==> src/design/margin_pkg.sv <==
// Constants and types shared by the supply margining controller
// Behaviour
// - Setup slope bit picks whether raising drive lowers or raises output
// - Open-loop bit holds drive at initial value while margining; DAC pages first spend one cycle at drive zero
// - Setup bits 13:8 always read back as zero
// - Initial drive field sets starting duty, or constant drive in open loop
// - DAC-driven pages start from drive value zero automatically
// - After margin off with faults ignored, monitoring waits a fixed delay
// - Fault when the first step already passes the sought target
// - Fault when drive sits at the zero or full-scale rail that the next step heads for, with target unmet
// - After a margining fault the adjustment loop keeps running
// - Fault sets status margin bit, page fault flag, and alert if enabled
// - DAC link failure shows as fault at zero or full scale with target unmet
// - Margin high sinks feedback current, margin low sources it
// - PWM runs at fixed frequency; outputs high impedance when inactive
// - Margining starts only once all monitored channels are power good
// - Closed loop averages four samples per window, then steps once
package margin_pkg;

    localparam logic [7:0]  MARGIN_SETUP_CODE  = 8'hDF;
    localparam logic [15:0] MARGIN_SETUP_RESET = 16'h0000;
    localparam int          SLOPE_BIT          = 15;
    localparam int          OPEN_LOOP_BIT      = 14;
    localparam int          INIT_MSB           = 7;
    localparam logic [15:0] SETUP_WRITE_MASK   = 16'hC0FF;

    localparam int          CLOCK_HZ           = 250_000_000;
    localparam int          PWM_FREQ_HZ        = 312_500;
    localparam int          PWM_PERIOD_CYCLES  = CLOCK_HZ / PWM_FREQ_HZ;
    localparam int          WINDOW_MS          = 20;
    localparam int          WINDOW_CYCLES      = CLOCK_HZ / 1000 * WINDOW_MS;
    localparam int          HOLDOFF_MS         = 100;
    localparam int          HOLDOFF_CYCLES     = CLOCK_HZ / 1000 * HOLDOFF_MS;

    localparam int          SAMPLES_PER_WINDOW = 4;
    localparam int          AVG_SHIFT          = 2;
    localparam logic [7:0]  DRIVE_MIN          = 8'h00;
    localparam logic [7:0]  DRIVE_MAX          = 8'hFF;
    localparam logic [7:0]  DAC_INITIAL_DRIVE  = 8'h00;

    typedef enum logic [1:0] {
        CMD_OFF,
        CMD_HIGH,
        CMD_LOW
    } margin_cmd_t;

    typedef enum logic [1:0] {
        ST_IDLE,
        ST_WAIT_PG,
        ST_MARGIN
    } margin_state_t;

endpackage : margin_pkg

==> src/design/supply_margining_controller.sv <==
// Closed-loop margining controller for one supply page
`timescale 1ns/1ps
module supply_margining_controller
    import margin_pkg::*;
#(
    parameter int VOUT_W         = 16,
    parameter int WINDOW_COUNT   = WINDOW_CYCLES,
    parameter int HOLDOFF_COUNT  = HOLDOFF_CYCLES
) (
    input  wire logic              clock_in,          // 250 MHz clock
    input  wire logic              rst_n_in,          // Async reset, low
    input  wire logic              reg_wr_in,         // Register write strobe
    input  wire logic              reg_rd_in,         // Register read strobe
    input  wire logic [7:0]        reg_code_in,       // Command code
    input  wire logic [15:0]       reg_wdata_in,      // Write data
    input  wire logic [1:0]        margin_cmd_in,     // Off, high or low
    input  wire logic              ignore_faults_in,  // Ignore-all-faults mode
    input  wire logic              power_good_all_in, // All channels good
    input  wire logic              dac_page_in,       // Page uses current DAC
    input  wire logic [VOUT_W-1:0] vout_sample_in,    // Measured output
    input  wire logic              sample_valid_in,   // Sample strobe
    input  wire logic [VOUT_W-1:0] target_high_in,    // Margin-high target
    input  wire logic [VOUT_W-1:0] target_low_in,     // Margin-low target
    input  wire logic              alert_enable_in,   // Alert enabled
    input  wire logic              status_clear_in,   // Clear fault flags
    output logic [15:0]            reg_rdata_out,     // Read data
    output logic                   reg_rvalid_out,    // Read data valid
    output logic                   margin_pulse_out,  // PWM level
    output logic                   pulse_oe_out,      // PWM pin driven
    output logic [7:0]             dac_value_out,     // Drive value
    output logic                   dac_oe_out,        // DAC output enabled
    output logic                   sink_current_out,  // 1 sink, 0 source
    output logic                   status_margin_out, // Status word bit
    output logic                   margin_fault_out,  // Page fault flag
    output logic                   alert_out,         // Alert request
    output logic                   fault_monitor_out  // Fault monitoring on
);

    localparam int PCNT_W = $clog2(PWM_PERIOD_CYCLES);
    localparam int WCNT_W = $clog2(WINDOW_COUNT + 1);
    localparam int HCNT_W = $clog2(HOLDOFF_COUNT + 1);
    localparam int SUM_W  = VOUT_W + AVG_SHIFT;
    localparam int NS_W   = $clog2(SAMPLES_PER_WINDOW + 1);
    localparam logic [PCNT_W-1:0] PCNT_LAST =
        PCNT_W'(PWM_PERIOD_CYCLES - 1);
    localparam logic [WCNT_W-1:0] WCNT_LAST = WCNT_W'(WINDOW_COUNT - 1);
    localparam logic [HCNT_W-1:0] HCNT_LAST = HCNT_W'(HOLDOFF_COUNT - 1);
    localparam logic [NS_W-1:0]   NS_FULL   = NS_W'(SAMPLES_PER_WINDOW);

    typedef struct packed {
        margin_state_t     st;
        logic [15:0]       setup;
        logic [7:0]        drive;
        logic [PCNT_W-1:0] pcnt;
        logic [WCNT_W-1:0] wcnt;
        logic [SUM_W-1:0]  sum;
        logic [NS_W-1:0]   nsamp;
        logic              first;
        logic              ignored;
        logic [HCNT_W-1:0] hcnt;
        logic              holdoff;
        logic              monitor;
        logic              stat_margin;
        logic              mfault;
        logic              alert;
        logic              pulse;
        logic              pulse_oe;
        logic              dac_oe;
        logic              sink;
        logic [15:0]       rdata;
        logic              rvalid;
    } state_t;

    state_t cur_r;
    state_t cur_nxt;

    // Duty threshold in clock cycles for a given 8-bit drive
    function automatic logic [PCNT_W-1:0] duty_cycles(
        input logic [7:0] drv
    );
        logic [PCNT_W+8:0] prod;
        prod = (PCNT_W+9)'(drv) * (PCNT_W+9)'(PWM_PERIOD_CYCLES);
        return prod[PCNT_W+7:8];
    endfunction : duty_cycles

    // One-count step with clamping instead of wrapping
    function automatic logic [7:0] step_drive(
        input logic [7:0] drv,
        input logic       up
    );
        logic [7:0] res;
        res = drv;
        if (up && drv != DRIVE_MAX) begin
            res = drv + 8'h01;
        end else if (!up && drv != DRIVE_MIN) begin
            res = drv - 8'h01;
        end
        return res;
    endfunction : step_drive

    // Only the margin setup code is mapped; others read as zero
    function automatic logic setup_hit(
        input logic [7:0] code
    );
        return code == MARGIN_SETUP_CODE;
    endfunction : setup_hit

    // Drive already pinned at the rail the next step heads for
    function automatic logic rail_hit(
        input logic [7:0] drv,
        input logic       up
    );
        return up ? (drv == DRIVE_MAX) : (drv == DRIVE_MIN);
    endfunction : rail_hit

    logic              cmd_active;
    logic              want_high;
    logic [VOUT_W-1:0] avg;
    logic [VOUT_W-1:0] target;
    logic              below;
    logic              above;
    logic              raise_out;
    logic              step_up;
    logic              overshoot;
    logic              at_rail;
    logic              window_end;
    logic              fault_evt;
    logic [7:0]        start_drive;

    always_comb begin
        cmd_active  = (margin_cmd_in == CMD_HIGH)
                      || (margin_cmd_in == CMD_LOW);
        want_high   = (margin_cmd_in == CMD_HIGH);
        avg         = cur_r.sum[SUM_W-1:AVG_SHIFT];
        target      = want_high ? target_high_in : target_low_in;
        below       = avg < target;
        above       = avg > target;
        raise_out   = below;

        // Slope 0: more drive lowers the output
        step_up     = cur_r.setup[SLOPE_BIT] ? raise_out
                                             : !raise_out;
        overshoot   = want_high ? above
                                : below;
        // Rail reached and still short of target; covers a dead DAC link too
        at_rail     = rail_hit(cur_r.drive, step_up)
                      && (below || above);
        window_end  = (cur_r.wcnt == WCNT_LAST);
        start_drive = dac_page_in ? DAC_INITIAL_DRIVE
                                  : cur_r.setup[INIT_MSB:0];
        fault_evt   = 1'b0;
        cur_nxt     = cur_r;
        cur_nxt.rvalid = 1'b0;

        if (reg_wr_in && setup_hit(reg_code_in)) begin
            cur_nxt.setup = reg_wdata_in & SETUP_WRITE_MASK;
        end
        // Read data holds until the next read strobe
        if (reg_rd_in) begin
            cur_nxt.rvalid = 1'b1;
            cur_nxt.rdata  = setup_hit(reg_code_in)
                             ? (cur_r.setup & SETUP_WRITE_MASK)
                             : 16'h0000;
        end

        // Free-running period counter keeps the PWM frequency fixed
        cur_nxt.pcnt = (cur_r.pcnt == PCNT_LAST) ? '0
                       : cur_r.pcnt + PCNT_W'(1);

        unique case (cur_r.st)
            ST_IDLE: begin
                cur_nxt.pulse_oe = 1'b0;
                cur_nxt.dac_oe   = 1'b0;
                if (cmd_active) begin
                    cur_nxt.st      = ST_WAIT_PG;
                    cur_nxt.ignored = ignore_faults_in;
                end
            end
            ST_WAIT_PG: begin
                // Direction is set from the first wait cycle, no later than the edge that switches the outputs on
                cur_nxt.sink = want_high;
                if (!cmd_active) begin
                    cur_nxt.st = ST_IDLE;
                end else if (power_good_all_in) begin
                    cur_nxt.st       = ST_MARGIN;
                    cur_nxt.drive    = start_drive;
                    cur_nxt.pulse_oe = !dac_page_in;
                    cur_nxt.dac_oe   = dac_page_in;
                    cur_nxt.wcnt     = '0;
                    cur_nxt.sum      = '0;
                    cur_nxt.nsamp    = '0;
                    cur_nxt.first    = 1'b1;
                end
            end
            ST_MARGIN: begin
                cur_nxt.sink = want_high;
                // Ignore mode remembered until the holdoff has run out
                if (ignore_faults_in) begin
                    cur_nxt.ignored = 1'b1;
                end
                if (!cmd_active) begin
                    cur_nxt.st       = ST_IDLE;
                    cur_nxt.pulse_oe = 1'b0;
                    cur_nxt.dac_oe   = 1'b0;
                    if (cur_r.ignored) begin
                        cur_nxt.holdoff = 1'b1;
                        cur_nxt.hcnt    = '0;
                    end
                end else if (cur_r.setup[OPEN_LOOP_BIT]) begin
                    cur_nxt.drive = cur_r.setup[INIT_MSB:0];
                end else begin
                    cur_nxt.wcnt = window_end ? '0
                                   : cur_r.wcnt + WCNT_W'(1);
                    // Count caps at four; later strobes in a window drop
                    if (sample_valid_in && cur_r.nsamp != NS_FULL) begin
                        cur_nxt.sum   = cur_r.sum + SUM_W'(vout_sample_in);
                        cur_nxt.nsamp = cur_r.nsamp + NS_W'(1);
                    end
                    // Short windows are skipped rather than averaged wrong
                    if (window_end) begin
                        cur_nxt.sum   = '0;
                        cur_nxt.nsamp = '0;
                        if (cur_r.nsamp == NS_FULL) begin
                            cur_nxt.first = 1'b0;
                            if (cur_r.first && overshoot) begin
                                fault_evt = 1'b1;
                            end
                            if (at_rail) begin
                                fault_evt = 1'b1;
                            end
                            // Loop keeps stepping even after a fault
                            if (below || above) begin
                                cur_nxt.drive = step_drive(cur_r.drive,
                                                           step_up);
                            end
                        end
                    end
                end
            end
            default: begin
                cur_nxt.st = ST_IDLE;
            end
        endcase

        if (cur_r.holdoff) begin
            if (cur_r.hcnt == HCNT_LAST) begin
                cur_nxt.holdoff = 1'b0;
            end else begin
                cur_nxt.hcnt = cur_r.hcnt + HCNT_W'(1);
            end
        end
        // Own flop so the pin comes straight off a register
        cur_nxt.monitor = !cur_nxt.holdoff;

        if (cur_nxt.st == ST_IDLE && !cur_nxt.holdoff) begin
            cur_nxt.ignored = 1'b0;
        end

        // Next-cycle counter and drive keep the pin in step with its enable
        cur_nxt.pulse = cur_nxt.pulse_oe
                        && (cur_nxt.pcnt < duty_cycles(cur_nxt.drive));

        // Set wins over a clear in the same cycle
        if (status_clear_in) begin
            cur_nxt.stat_margin = 1'b0;
            cur_nxt.mfault      = 1'b0;
            cur_nxt.alert       = 1'b0;
        end
        if (fault_evt) begin
            cur_nxt.stat_margin = 1'b1;
            cur_nxt.mfault      = 1'b1;
            cur_nxt.alert       = cur_r.alert | alert_enable_in;
        end
    end

    always_ff @(posedge clock_in or negedge rst_n_in) begin
        if (!rst_n_in) begin
            cur_r       <= '0;
            cur_r.st    <= ST_IDLE;
            cur_r.setup <= MARGIN_SETUP_RESET;
            cur_r.monitor <= 1'b1;
        end else begin
            cur_r <= cur_nxt;
        end
    end

    always_comb begin
        reg_rdata_out     = cur_r.rdata;
        reg_rvalid_out    = cur_r.rvalid;
        margin_pulse_out  = cur_r.pulse;
        pulse_oe_out      = cur_r.pulse_oe;
        dac_value_out     = cur_r.drive;
        dac_oe_out        = cur_r.dac_oe;
        sink_current_out  = cur_r.sink;
        status_margin_out = cur_r.stat_margin;
        margin_fault_out  = cur_r.mfault;
        alert_out         = cur_r.alert;
        fault_monitor_out = cur_r.monitor;
    end

endmodule : supply_margining_controller

==> config.mk <==
export PLATFORM = sky130hd
export DESIGN_NAME = supply_margining_controller
export DESIGN_NICKNAME = d
export VERILOG_FILES = /design/src/design/margin_pkg.sv /design/src/design/supply_margining_controller.sv
export SDC_FILE = /design/constraint.sdc
export NUM_CORES = 1
export LEC_CHECK = 0
export ABC_AREA = 1
export BUFFER_PORTS_ARGS = -buffer_cell sky130_fd_sc_hd__buf_2
export CELL_PAD_IN_SITES_DETAIL_PLACEMENT = 1
export CELL_PAD_IN_SITES_GLOBAL_PLACEMENT = 1
export CORE_MARGIN = 4
export CORE_UTILIZATION = 40
export CTS_BUF_LIST = sky130_fd_sc_hd__clkbuf_4 sky130_fd_sc_hd__clkbuf_8
export DETAILED_ROUTE_END_ITERATION = 8
export GPL_TIMING_DRIVEN = 0
export HOLD_SLACK_MARGIN = 0.02
export PLACE_DENSITY = 0.84
export SLEW_MARGIN = 10
export SYNTH_ARGS = -nofsm -noshare
export SYNTH_HDL_FRONTEND = slang
export SYNTH_SLANG_ARGS = --single-unit
export TNS_END_PERCENT = 50
==> constraint.sdc <==
create_clock -name clock_in -period 14.5 [get_ports clock_in]
set_input_delay 4.35 -clock clock_in [delete_from_list [all_inputs] [get_ports clock_in]]
set_output_delay 4.35 -clock clock_in [all_outputs]
set_load 0.02 [all_outputs]
Word-level counts from Yosys, hierarchy flattened
Index checks and enable logic that the tools add are counted.
- output and inout bits: 33
- bits of input ports: 84
- bits in registers: 127
- multipliers: 1
- equal/unequal tests: 22
- add/subtract/negate cells: 7
- muxes and demuxes: 55
- reductions and logical operators: 28
- magnitude comparators: 3
- bitwise operators: 1
- operators by type and width (kind ; number):
    $mux W45 ; 4
    $mux W26 ; 4
    $pmux W45 S2 ; 1
    $mux W8 ; 10
    $mux W16 ; 2
    $add A25 B1 Y25 const B ; 1
    $eq A25 B25 Y1 const B ; 1
    $mux W25 ; 1
    $add A23 B1 Y23 const B ; 1
    $eq A23 B23 Y1 const B ; 1
    $mux W23 ; 1
    $mux W22 ; 1
    $mux W21 ; 1
    $add A18 B16 Y18 ; 1
    $eq A8 B8 Y1 const B ; 2
    $gt A16 B16 Y1 ; 1
    $lt A16 B16 Y1 ; 1
    $mux W1 ; 16
    $pmux W8 S2 ; 1
    $mux W2 ; 7
    $ne A2 B2 Y1 const B ; 7
    $mul A8 B5 Y13 const B ; 1
    $ne A3 B3 Y1 const B ; 4
    $pmux W2 S3 ; 2
    other kinds (28) ; 45

Logic depth before layout (Yosys ltp)
Gate-level depths: netlist (run 1).
- depth after elaboration: 18
- depth in mapped cells: 48

Worst setup path after synthesis (run 1)
OpenSTA, ideal clock, no wires.
- path type: input to register
- from: in margin_cmd_in[1]
- to: reg cur_r, in the netlist margin_pulse_out
- data required time: 14.412 ns
- setup slack: 4.083 ns
- path buffers: 2
- stages: 43
- arrival: 10.328 ns
- path through: inv_1 -> ha_1 -> clkbuf_1 -> clkbuf_1 -> mux2i_1 -> ha_1 -> nand2_1 -> nand2_1 -> nand3_1 -> nand2_1 -> a21oi_4 -> nand2_4 -> nand2_2 -> nand3_2 -> nand2_1 -> nand2_2 -> nor2_1 -> nand2_1 -> [... 7 more ...] -> inv_1 -> fa_1 -> inv_1 -> ha_1 -> nand2_1 -> o21ai_0 -> a21oi_1 -> o21ai_0 -> a21oi_1 -> nor2_1 -> nor2_1 -> xor2_1 -> ha_1 -> nand2_1 -> inv_1 -> o21ai_0 -> nand3_1 -> a41oi_1
- RTL lines (element ; line ; RTL):
    start, declared ; supply_margining_controller.sv:16 ; input wire logic [1:0] margin_cmd_in,
    end signal, assigned ; supply_margining_controller.sv:283 ; cur_r <= cur_nxt;
    end, declared ; supply_margining_controller.sv:74 ; state_t cur_r;

==> results.rst, run 1 <==
.. list-table::
   :header-rows: 1

   * - Metric
     - Value
   * - Setup repair after global routing missed its margin
     - no
   * - Starting DRC count in detailed routing
     - between 300 and 400
   * - Post-route minimum period
     - roughly 12,000 ps
   * - Number of hold-slack violations in the final timing report
     - 0
   * - Sink count of the clock tree
     - 120
   * - Lkg Pwr
     - between 5 and 6 nW
   * - Average vias per placed instance
     - 5.244
   * - Leading area contributor after synthesis
     - dfrtp_1
   * - Timing-limited maximum frequency
     - 86.33 MHz
   * - Fraction of layout instances using a drive strength above 1
     - 0.1766
   * - Worst setup skew after layout
     - about 12 ps
   * - Fin crit share
     - 0.7989
   * - Power Density
     - approximately 230 nW/um^2
   * - Total die area
     - 24,510 um^2
   * - Critical Path Max Stage Delay
     - roughly 570 ps
   * - Remaining DRCs
     - 0
   * - Worst-skew pair later-pin latency
     - between 400 and 500 ps
   * - Post-CTS setup buffer count
     - 0
   * - Num CTS Buffers
     - 17
   * - Maximum fanout encountered on the critical timing path
     - 10
   * - Synth cell count leaders
     - nand2_1, inv_1, dfrtp_1, nor2_1, a21oi_1
   * - Post-CTS Hold Buffers
     - 0
   * - Port bufs
     - just over 100
   * - All-Layer GR Usage
     - 0.2083
   * - Number of warnings issued by yosys
     - 0
   * - Endpoint type of the worst setup path
     - flop
   * - Final weighted congestion of routability-driven global placement
     - between 0.8 and 0.9
   * - PostCTS Resize Cnt
     - 0
   * - Worst rel slew slack
     - 0.5148
   * - Number of register bits inferred by synthesis
     - between 100 and 150
   * - Share of flip-flops with an asynchronous set or reset after synthesis
     - 1.000
   * - H-Tree Level Count
     - 4
   * - Routed wl met3
     - roughly 590 um
   * - Final routed wirelength across all metal layers
     - roughly 25 mm
   * - Top cell by count, worst path
     - nand2_1
   * - First-pass iteration count of the detailed router
     - 4
   * - Type of the most critical hold path
     - reg -> reg
   * - Maximum number of pins on one net before global-route repair
     - between 60 and 70
   * - Synthesized area per cell
     - about 7.8 um^2
   * - Die Y
     - ~160 um
   * - Critical setup path kind
     - in -> reg
   * - Width of the die
     - about 160 um
   * - Sum of met2 wire segment lengths after detailed routing
     - about 13 mm
   * - Number of distinct library cells after synthesis
     - between 50 and 60
   * - Power, Total
     - ~0.0023 W
   * - Cell types with the largest area share after synthesis
     - dfrtp_1, ha_1, nand2_1
   * - Most used standard cell by instance count after synthesis
     - nand2_1
   * - Number of violations of the max-capacitance limit
     - 0
   * - Fill cell instance count of the final layout
     - between 2,000 and 3,000
   * - Share of the synthesized area in the top cell type
     - 0.3373
   * - Synth-to-Final Area Change
     - 15.38%
   * - CTS clock-pin slew for the worst setup and hold paths
     - around 80 ps
   * - Post-synthesis instance area
     - roughly 9000 um^2
   * - Clock Root Buffer
     - clkbuf_8
   * - Starting density of the core
     - 0.4058
   * - Count of pins on the block boundary
     - roughly 120
   * - Count of flip-flops with a built-in enable after synthesis
     - 0
   * - Number of rows in the core area
     - 54
   * - Critical path required time
     - between 10,000 and 15,000 ps
   * - Setup TNS
     - 0 ps
   * - CP max-delay cell
     - clkbuf_1
   * - CP Launch Type
     - input port
   * - Part of the Yosys area used for sequential elements
     - 0.3403
   * - Detailed-route via count
     - about 8,000
   * - Post-route ant nets
     - 0
   * - Max Root-Sink Buffers
     - 2
   * - TritonCTS clock tree
     - built
   * - Post-Syn Instances
     - 1,139
   * - Vias in the first global route
     - approximately 8,600
   * - Global-route congestion overflow total
     - 0
   * - Detailed-placement wirelength estimate
     - around 19 mm
   * - Final-report max-slew violation count
     - 0
   * - Final-stage net count
     - ~1,400
   * - Ant diodes
     - 0
   * - Top flip-flop cell by instance count after synthesis
     - dfrtp_1
   * - WP data arrival
     - around 12,000 ps
   * - Floorplan core area
     - between 20,000 and 25,000 um^2
   * - Run status
     - finished clean
   * - Slew at the pin with the worst max-slew slack
     - between 700 and 800 ps
   * - Antenna violations before repair
     - 0
   * - First-pass GRT wire length
     - approximately 42 mm
   * - Final setup vio count
     - 0
   * - Routed metal-1 wire length
     - 10.83 mm
   * - Uppermost layer routed
     - met4
   * - Peak VDD IR
     - approximately 0.0004 V
   * - Wirelength per Cell
     - around 16 um
-- final cells by class --
cell class	count	area (um^2)	area share
clock buffer	18	241.5	0.02371
multi-input combinational	832	4997	0.4906
sequential	120	3004	0.2949
inverter	148	560.5	0.05503
timing repair buffer	104	549.3	0.05392
buffer	44	285.3	0.02801
clock inverter	14	197.7	0.01941
tap	280	350.3	0.03439
-- routing by layer --
metal,up-vias,GRT usage
li1,4059,-
met4,0,0.05744
met1,4006,0.2548
met3,29,0.03180
met5,-,0
met2,86,0.3798
-- per-stage QoR --
stage | worst slack, ps | std cells | area [um^2] | hold slack, ps | utilization
after floorplan | 4083 | 1144 | 8847 | 449.6 | -
after global placement | 2780 | 1527 | 9713 | 461.8 | 0.4465
after detailed placement | 2565 | 1528 | 9747 | 470.9 | 0.4480
after CTS | 2890 | 1560 | 10190 | 492.1 | 0.4682
after global routing | 2292 | 1560 | 10190 | 532.5 | 0.4682
final | 2916 | 1560 | 10190 | 487.4 | 0.4682
-- cells by family (layout without fill, tap and decap cells) --
group           count (synthesis)  in the layout  share of synthesized area
simple gates                  464            464                     0.2389
compound gates                232            232                     0.1519
buf+inv                       192            328                    0.09580
flops                         120            120                     0.3403
fa+ha+maj                      87             87                     0.1267
mux                            23             23                    0.02608
xor+xnor                       20             20                    0.01984
other cells                     1              6                  0.0004248
-- placed cells by master (no fill, tap or decap), drive strengths merged, types with 5 or more instances in the layout --
master  synthesis  routed
nand2         233     233
inv           144     146
buf            31     135
dfrtp         119     119
nor2          114     114
a21oi          99      99
ha             83      83
o21ai          76      76
nand3          60      60
nor3           32      32
clkbuf         13      31
mux2i          23      23
nand4          17      17
xor2           14      14
o31ai          14      14
clkinv          4      10
xnor2           6       6
conb            1       6
o211ai          5       5
-- final timing paths --
| kind | start | depth (start not counted) | endpoint | slack, ps |
|---|---|---|---|---|
| worst max-delay path | margin_cmd_in[1] | 44 | margin_pulse_out | 2920 |
| worst min-delay path | reg_rdata_out[6] | 2 | reg_rdata_out[6] | 490 |
| worst max register to register | avg[5] | 38 | margin_pulse_out | 8070 |
| worst min register to register | reg_rdata_out[6] | 2 | reg_rdata_out[6] | 490 |
| max in group asynchronous | rst_n_in | 2 | fault_monitor_out | 9840 |
| min in group asynchronous | rst_n_in | 1 | cur_r[30] | 3900 |
-- power breakdown --
| part | total (W) | switching [W] | internal, W |
|---|---|---|---|
| combinational | 0.00153 | 0.000919 | 0.000615 |
| sequential | 0.000444 | 0.0000578 | 0.000386 |
| clock | 0.000346 | 0.000155 | 0.000190 |
-- critical path: cells and delay by family --
family	cells	cell delay (ps)
AOI/OAI and AO/OA	7	1550
xor gates and xnor gates	1	150
adders and majority gates	7	2160
buffers and inverters	8	1510
muxes	1	320
and+or+nand+nor	20	1900
-- registers in the layout, indices dropped and copies added (netlist names) --
name / flops
avg: 16
reg_rvalid_out: 1
status_margin_out: 1
reg_rdata_out: 10
alert_out: 1
sink_current_out: 1
dac_oe_out: 1
dac_value_out: 8
pulse_oe_out: 1
cur_r: 78
margin_pulse_out: 1
fault_monitor_out: 1
Power figures use the tool's default switching activity.
==> run 2: changes to the inputs <==
Clock period 14.5 ns to 10.9 ns, I/O delays scaled along.
==> run 2 against run 1 <==
Net effect: first-iteration DRC count decreased by 1.5%; register-to-register slack got worse by 3600 ps; power increased by 33%; largest cell class unchanged; critical path depth decreased by 1; critical path type unchanged; global-route usage unchanged; sequential share of layout area about the same; design area about the same; clock skew about the same; non-clock buffer count decreased by 1; sequential power increased by 33%.
==> results.rst, run 2 (synthesis gave the netlist of run 1 again) <==
.. list-table::
   :header-rows: 1

   * - Metric
     - Value
   * - Reg with most FFs
     - cur_r (unchanged)
   * - Port bufs
     - 103 (unchanged)
   * - Number of instances in the placed design
     - 1,528 (unchanged)
   * - Stages on worst setup path
     - 43 (was 44)
   * - CP max-delay cell
     - ha_1 (was clkbuf_1)
   * - Final weighted congestion of routability-driven global placement
     - 0.8567 (unchanged)
   * - Final-report max-slew violation count
     - 0 (unchanged)
   * - Sink count of the clock tree
     - 120 (unchanged)
   * - TritonCTS clock tree
     - built (unchanged)
   * - CP Launch Type
     - input port (unchanged)
   * - H-Tree Level Count
     - 4 (unchanged)
   * - Max Root-Sink Buffers
     - 2 (unchanged)
   * - Worst hold margin
     - 487.4 ps (about the same)
   * - Power Density
     - 303.6 nW/um^2 (was 228.2 nW/um^2)
   * - WP data arrival
     - 10,460 ps (was 11,950 ps)
   * - Maximum fanout encountered on the critical timing path
     - 10 (unchanged)
   * - CTS clock-pin slew for the worst setup and hold paths
     - 80 ps (about the same)
   * - Average vias per placed instance
     - 5.248 (was 5.244)
   * - Clock Root Buffer
     - clkbuf_8 (unchanged)
   * - Number of flip-flops in the largest register
     - 78 (unchanged)
   * - Setup repair after global routing missed its margin
     - no (unchanged)
   * - Slew at the pin with the worst max-slew slack
     - 672.6 ps (was 727.8 ps)
   * - Num CTS Buffers
     - 17 (unchanged)
   * - Fin crit share
     - 0.9261
   * - Type of the most critical hold path
     - reg -> reg (unchanged)
   * - Remaining DRCs
     - 0 (unchanged)
   * - Die Y
     - 156.6 um (unchanged)
   * - Commonest cells after routing, fill and taps aside
     - nand2_1, inv_1, dfrtp_1, buf_2, nor2_1 (unchanged)
   * - First-pass iteration count of the detailed router
     - 4 (unchanged)
   * - Count of pins on the block boundary
     - 117 (unchanged)
   * - Most common cell after layout, fill and taps aside
     - nand2_1 (unchanged)
   * - Maximum number of pins on one net before global-route repair
     - 68 (unchanged)
   * - Fraction of layout instances using a drive strength above 1
     - 0.1775 (was 0.1766)
   * - Cells on worst reg2reg path
     - 38 (unchanged)
   * - Final-stage net count
     - 1,437 (was 1,438)
   * - Floorplan core area
     - 21,760 um^2 (unchanged)
   * - Final routed wirelength across all metal layers
     - 24.96 mm (was 25.00 mm)
   * - Lkg Pwr
     - 5.125 nW (was 5.123 nW)
   * - Antenna violations before repair
     - 0 (unchanged)
   * - Vias in the first global route
     - 8,649 (unchanged)
   * - Detailed-placement wirelength estimate
     - 19.50 mm (unchanged)
   * - Worst-skew pair later-pin latency
     - 460 ps (about the same)
   * - Critical Path Max Stage Delay
     - 530 ps (was 570 ps)
   * - Setup TNS
     - 0 ps (unchanged)
   * - Final setup vio count
     - 0 (unchanged)
   * - Post-route ant nets
     - 0 (unchanged)
   * - Number of rows in the core area
     - 54 (unchanged)
   * - Timing-limited maximum frequency
     - about 99 MHz
   * - Critical path required time
     - 11,270 ps (was 14,870 ps)
   * - Total die area
     - 24,510 um^2 (unchanged)
   * - Run status
     - finished clean (unchanged)
   * - Fill cell instance count of the final layout
     - 2,784 (was 2,783)
   * - Detailed-route via count
     - 8,182 (was 8,180)
   * - Critical path buffer and inverter count
     - 7 (was 8)
   * - First-pass GRT wire length
     - 41.75 mm (unchanged)
   * - Number of violations of the max-capacitance limit
     - 0 (unchanged)
   * - Top cell by count, worst path
     - nand2_1 (unchanged)
   * - Critical setup path kind
     - in -> reg (unchanged)
   * - Cell count of the worst hold path
     - 2 (unchanged)
   * - All-Layer GR Usage
     - 0.2083 (unchanged)
   * - Post-Layout Cell Count
     - 1,559 (was 1,560)
   * - Largest delay share family, worst path
     - adder cells (unchanged)
   * - Worst rel slew slack
     - 0.5516 (was 0.5148)
   * - Endpoint type of the worst setup path
     - flop (unchanged)
   * - Synth-to-Final Area Change
     - 15.35% (was 15.38%)
   * - Width of the die
     - 156.6 um (unchanged)
   * - Number of hold-slack violations in the final timing report
     - 0 (unchanged)
   * - Post-route minimum period
     - 10,090 ps
   * - Starting density of the core
     - 0.4058 (unchanged)
   * - Global-route congestion overflow total
     - 0 (unchanged)
   * - Worst setup skew after layout
     - 11.74 ps (was 11.90 ps)
   * - Peak VDD IR
     - 0.0005207 V (was 0.0003917 V)
   * - Starting DRC count in detailed routing
     - 322 (was 327)
   * - Wirelength per Cell
     - 16.01 um (was 16.03 um)
   * - Ant diodes
     - 0 (unchanged)
## run 2: repair_timing
item	CTS	global route
hold buffers	0	0
buffers inserted	0	0
setup endpoints to repair	0	1
gates resized for setup	0	2
## run 2: area by class of cell
| cell class | count | area [um^2] | share of cell area |
|---|---|---|---|
| timing repair buffer | 104 | 549.3 | 0.05394 |
| buffer | 43 | 282.8 | 0.02777 |
| multi-input combinational | 832 | 4997 | 0.4907 |
| sequential | 120 | 3004 | 0.2950 |
| inverter | 148 | 560.5 | 0.05504 |
| clock buffer | 18 | 241.5 | 0.02371 |
| tap | 280 | 350.3 | 0.03440 |
| clock inverter | 14 | 197.7 | 0.01941 |
## run 2: worst paths after layout
check	end	slack (ps)	startpoint
max	margin_pulse_out	810	margin_cmd_in[1]
min	reg_rdata_out[6]	490	reg_rdata_out[6]
max reg2reg	margin_pulse_out	4510	avg[5]
min reg2reg	reg_rdata_out[6]	490	reg_rdata_out[6]
max in group asynchronous	fault_monitor_out	7320	rst_n_in
min in group asynchronous	cur_r[30]	2820	rst_n_in
## run 2: metrics by stage
stage          instance area [um^2]  setup WS, ps  total power (W)  utilization
6_report                      10180         805.1         0.003092       0.4681
4_1_cts                       10190         370.2         0.003139       0.4682
5_1_grt                       10180         167.4         0.003423       0.4681
3_5_place_dp                   9747         45.23         0.002633       0.4480
3_3_place_gp                   9713         260.3         0.002497       0.4465
2_1_floorplan                  8847          1563         0.002107            -
## run 2: power by group
| part | switching [W] | internal, W | total [W] |
|---|---|---|---|
| Sequential | 0.0000773 | 0.000513 | 0.000591 |
| Clock | 0.000206 | 0.000253 | 0.000460 |
| Combinational | 0.00122 | 0.000819 | 0.00204 |
## run 2: tightest hold or removal path, cell delays in order, from the launching register on
cell and delay, ps:
dfrtp_1 350, nand2_1 50, o31ai_1 60
## run 2: layer usage
metal	routed length, um	track usage	vias up
met5	0	0	-
met2	13190	0.3798	93
met3	605	0.03180	28
li1	-	-	4059
met4	357	0.05744	0
met1	10810	0.2548	4002
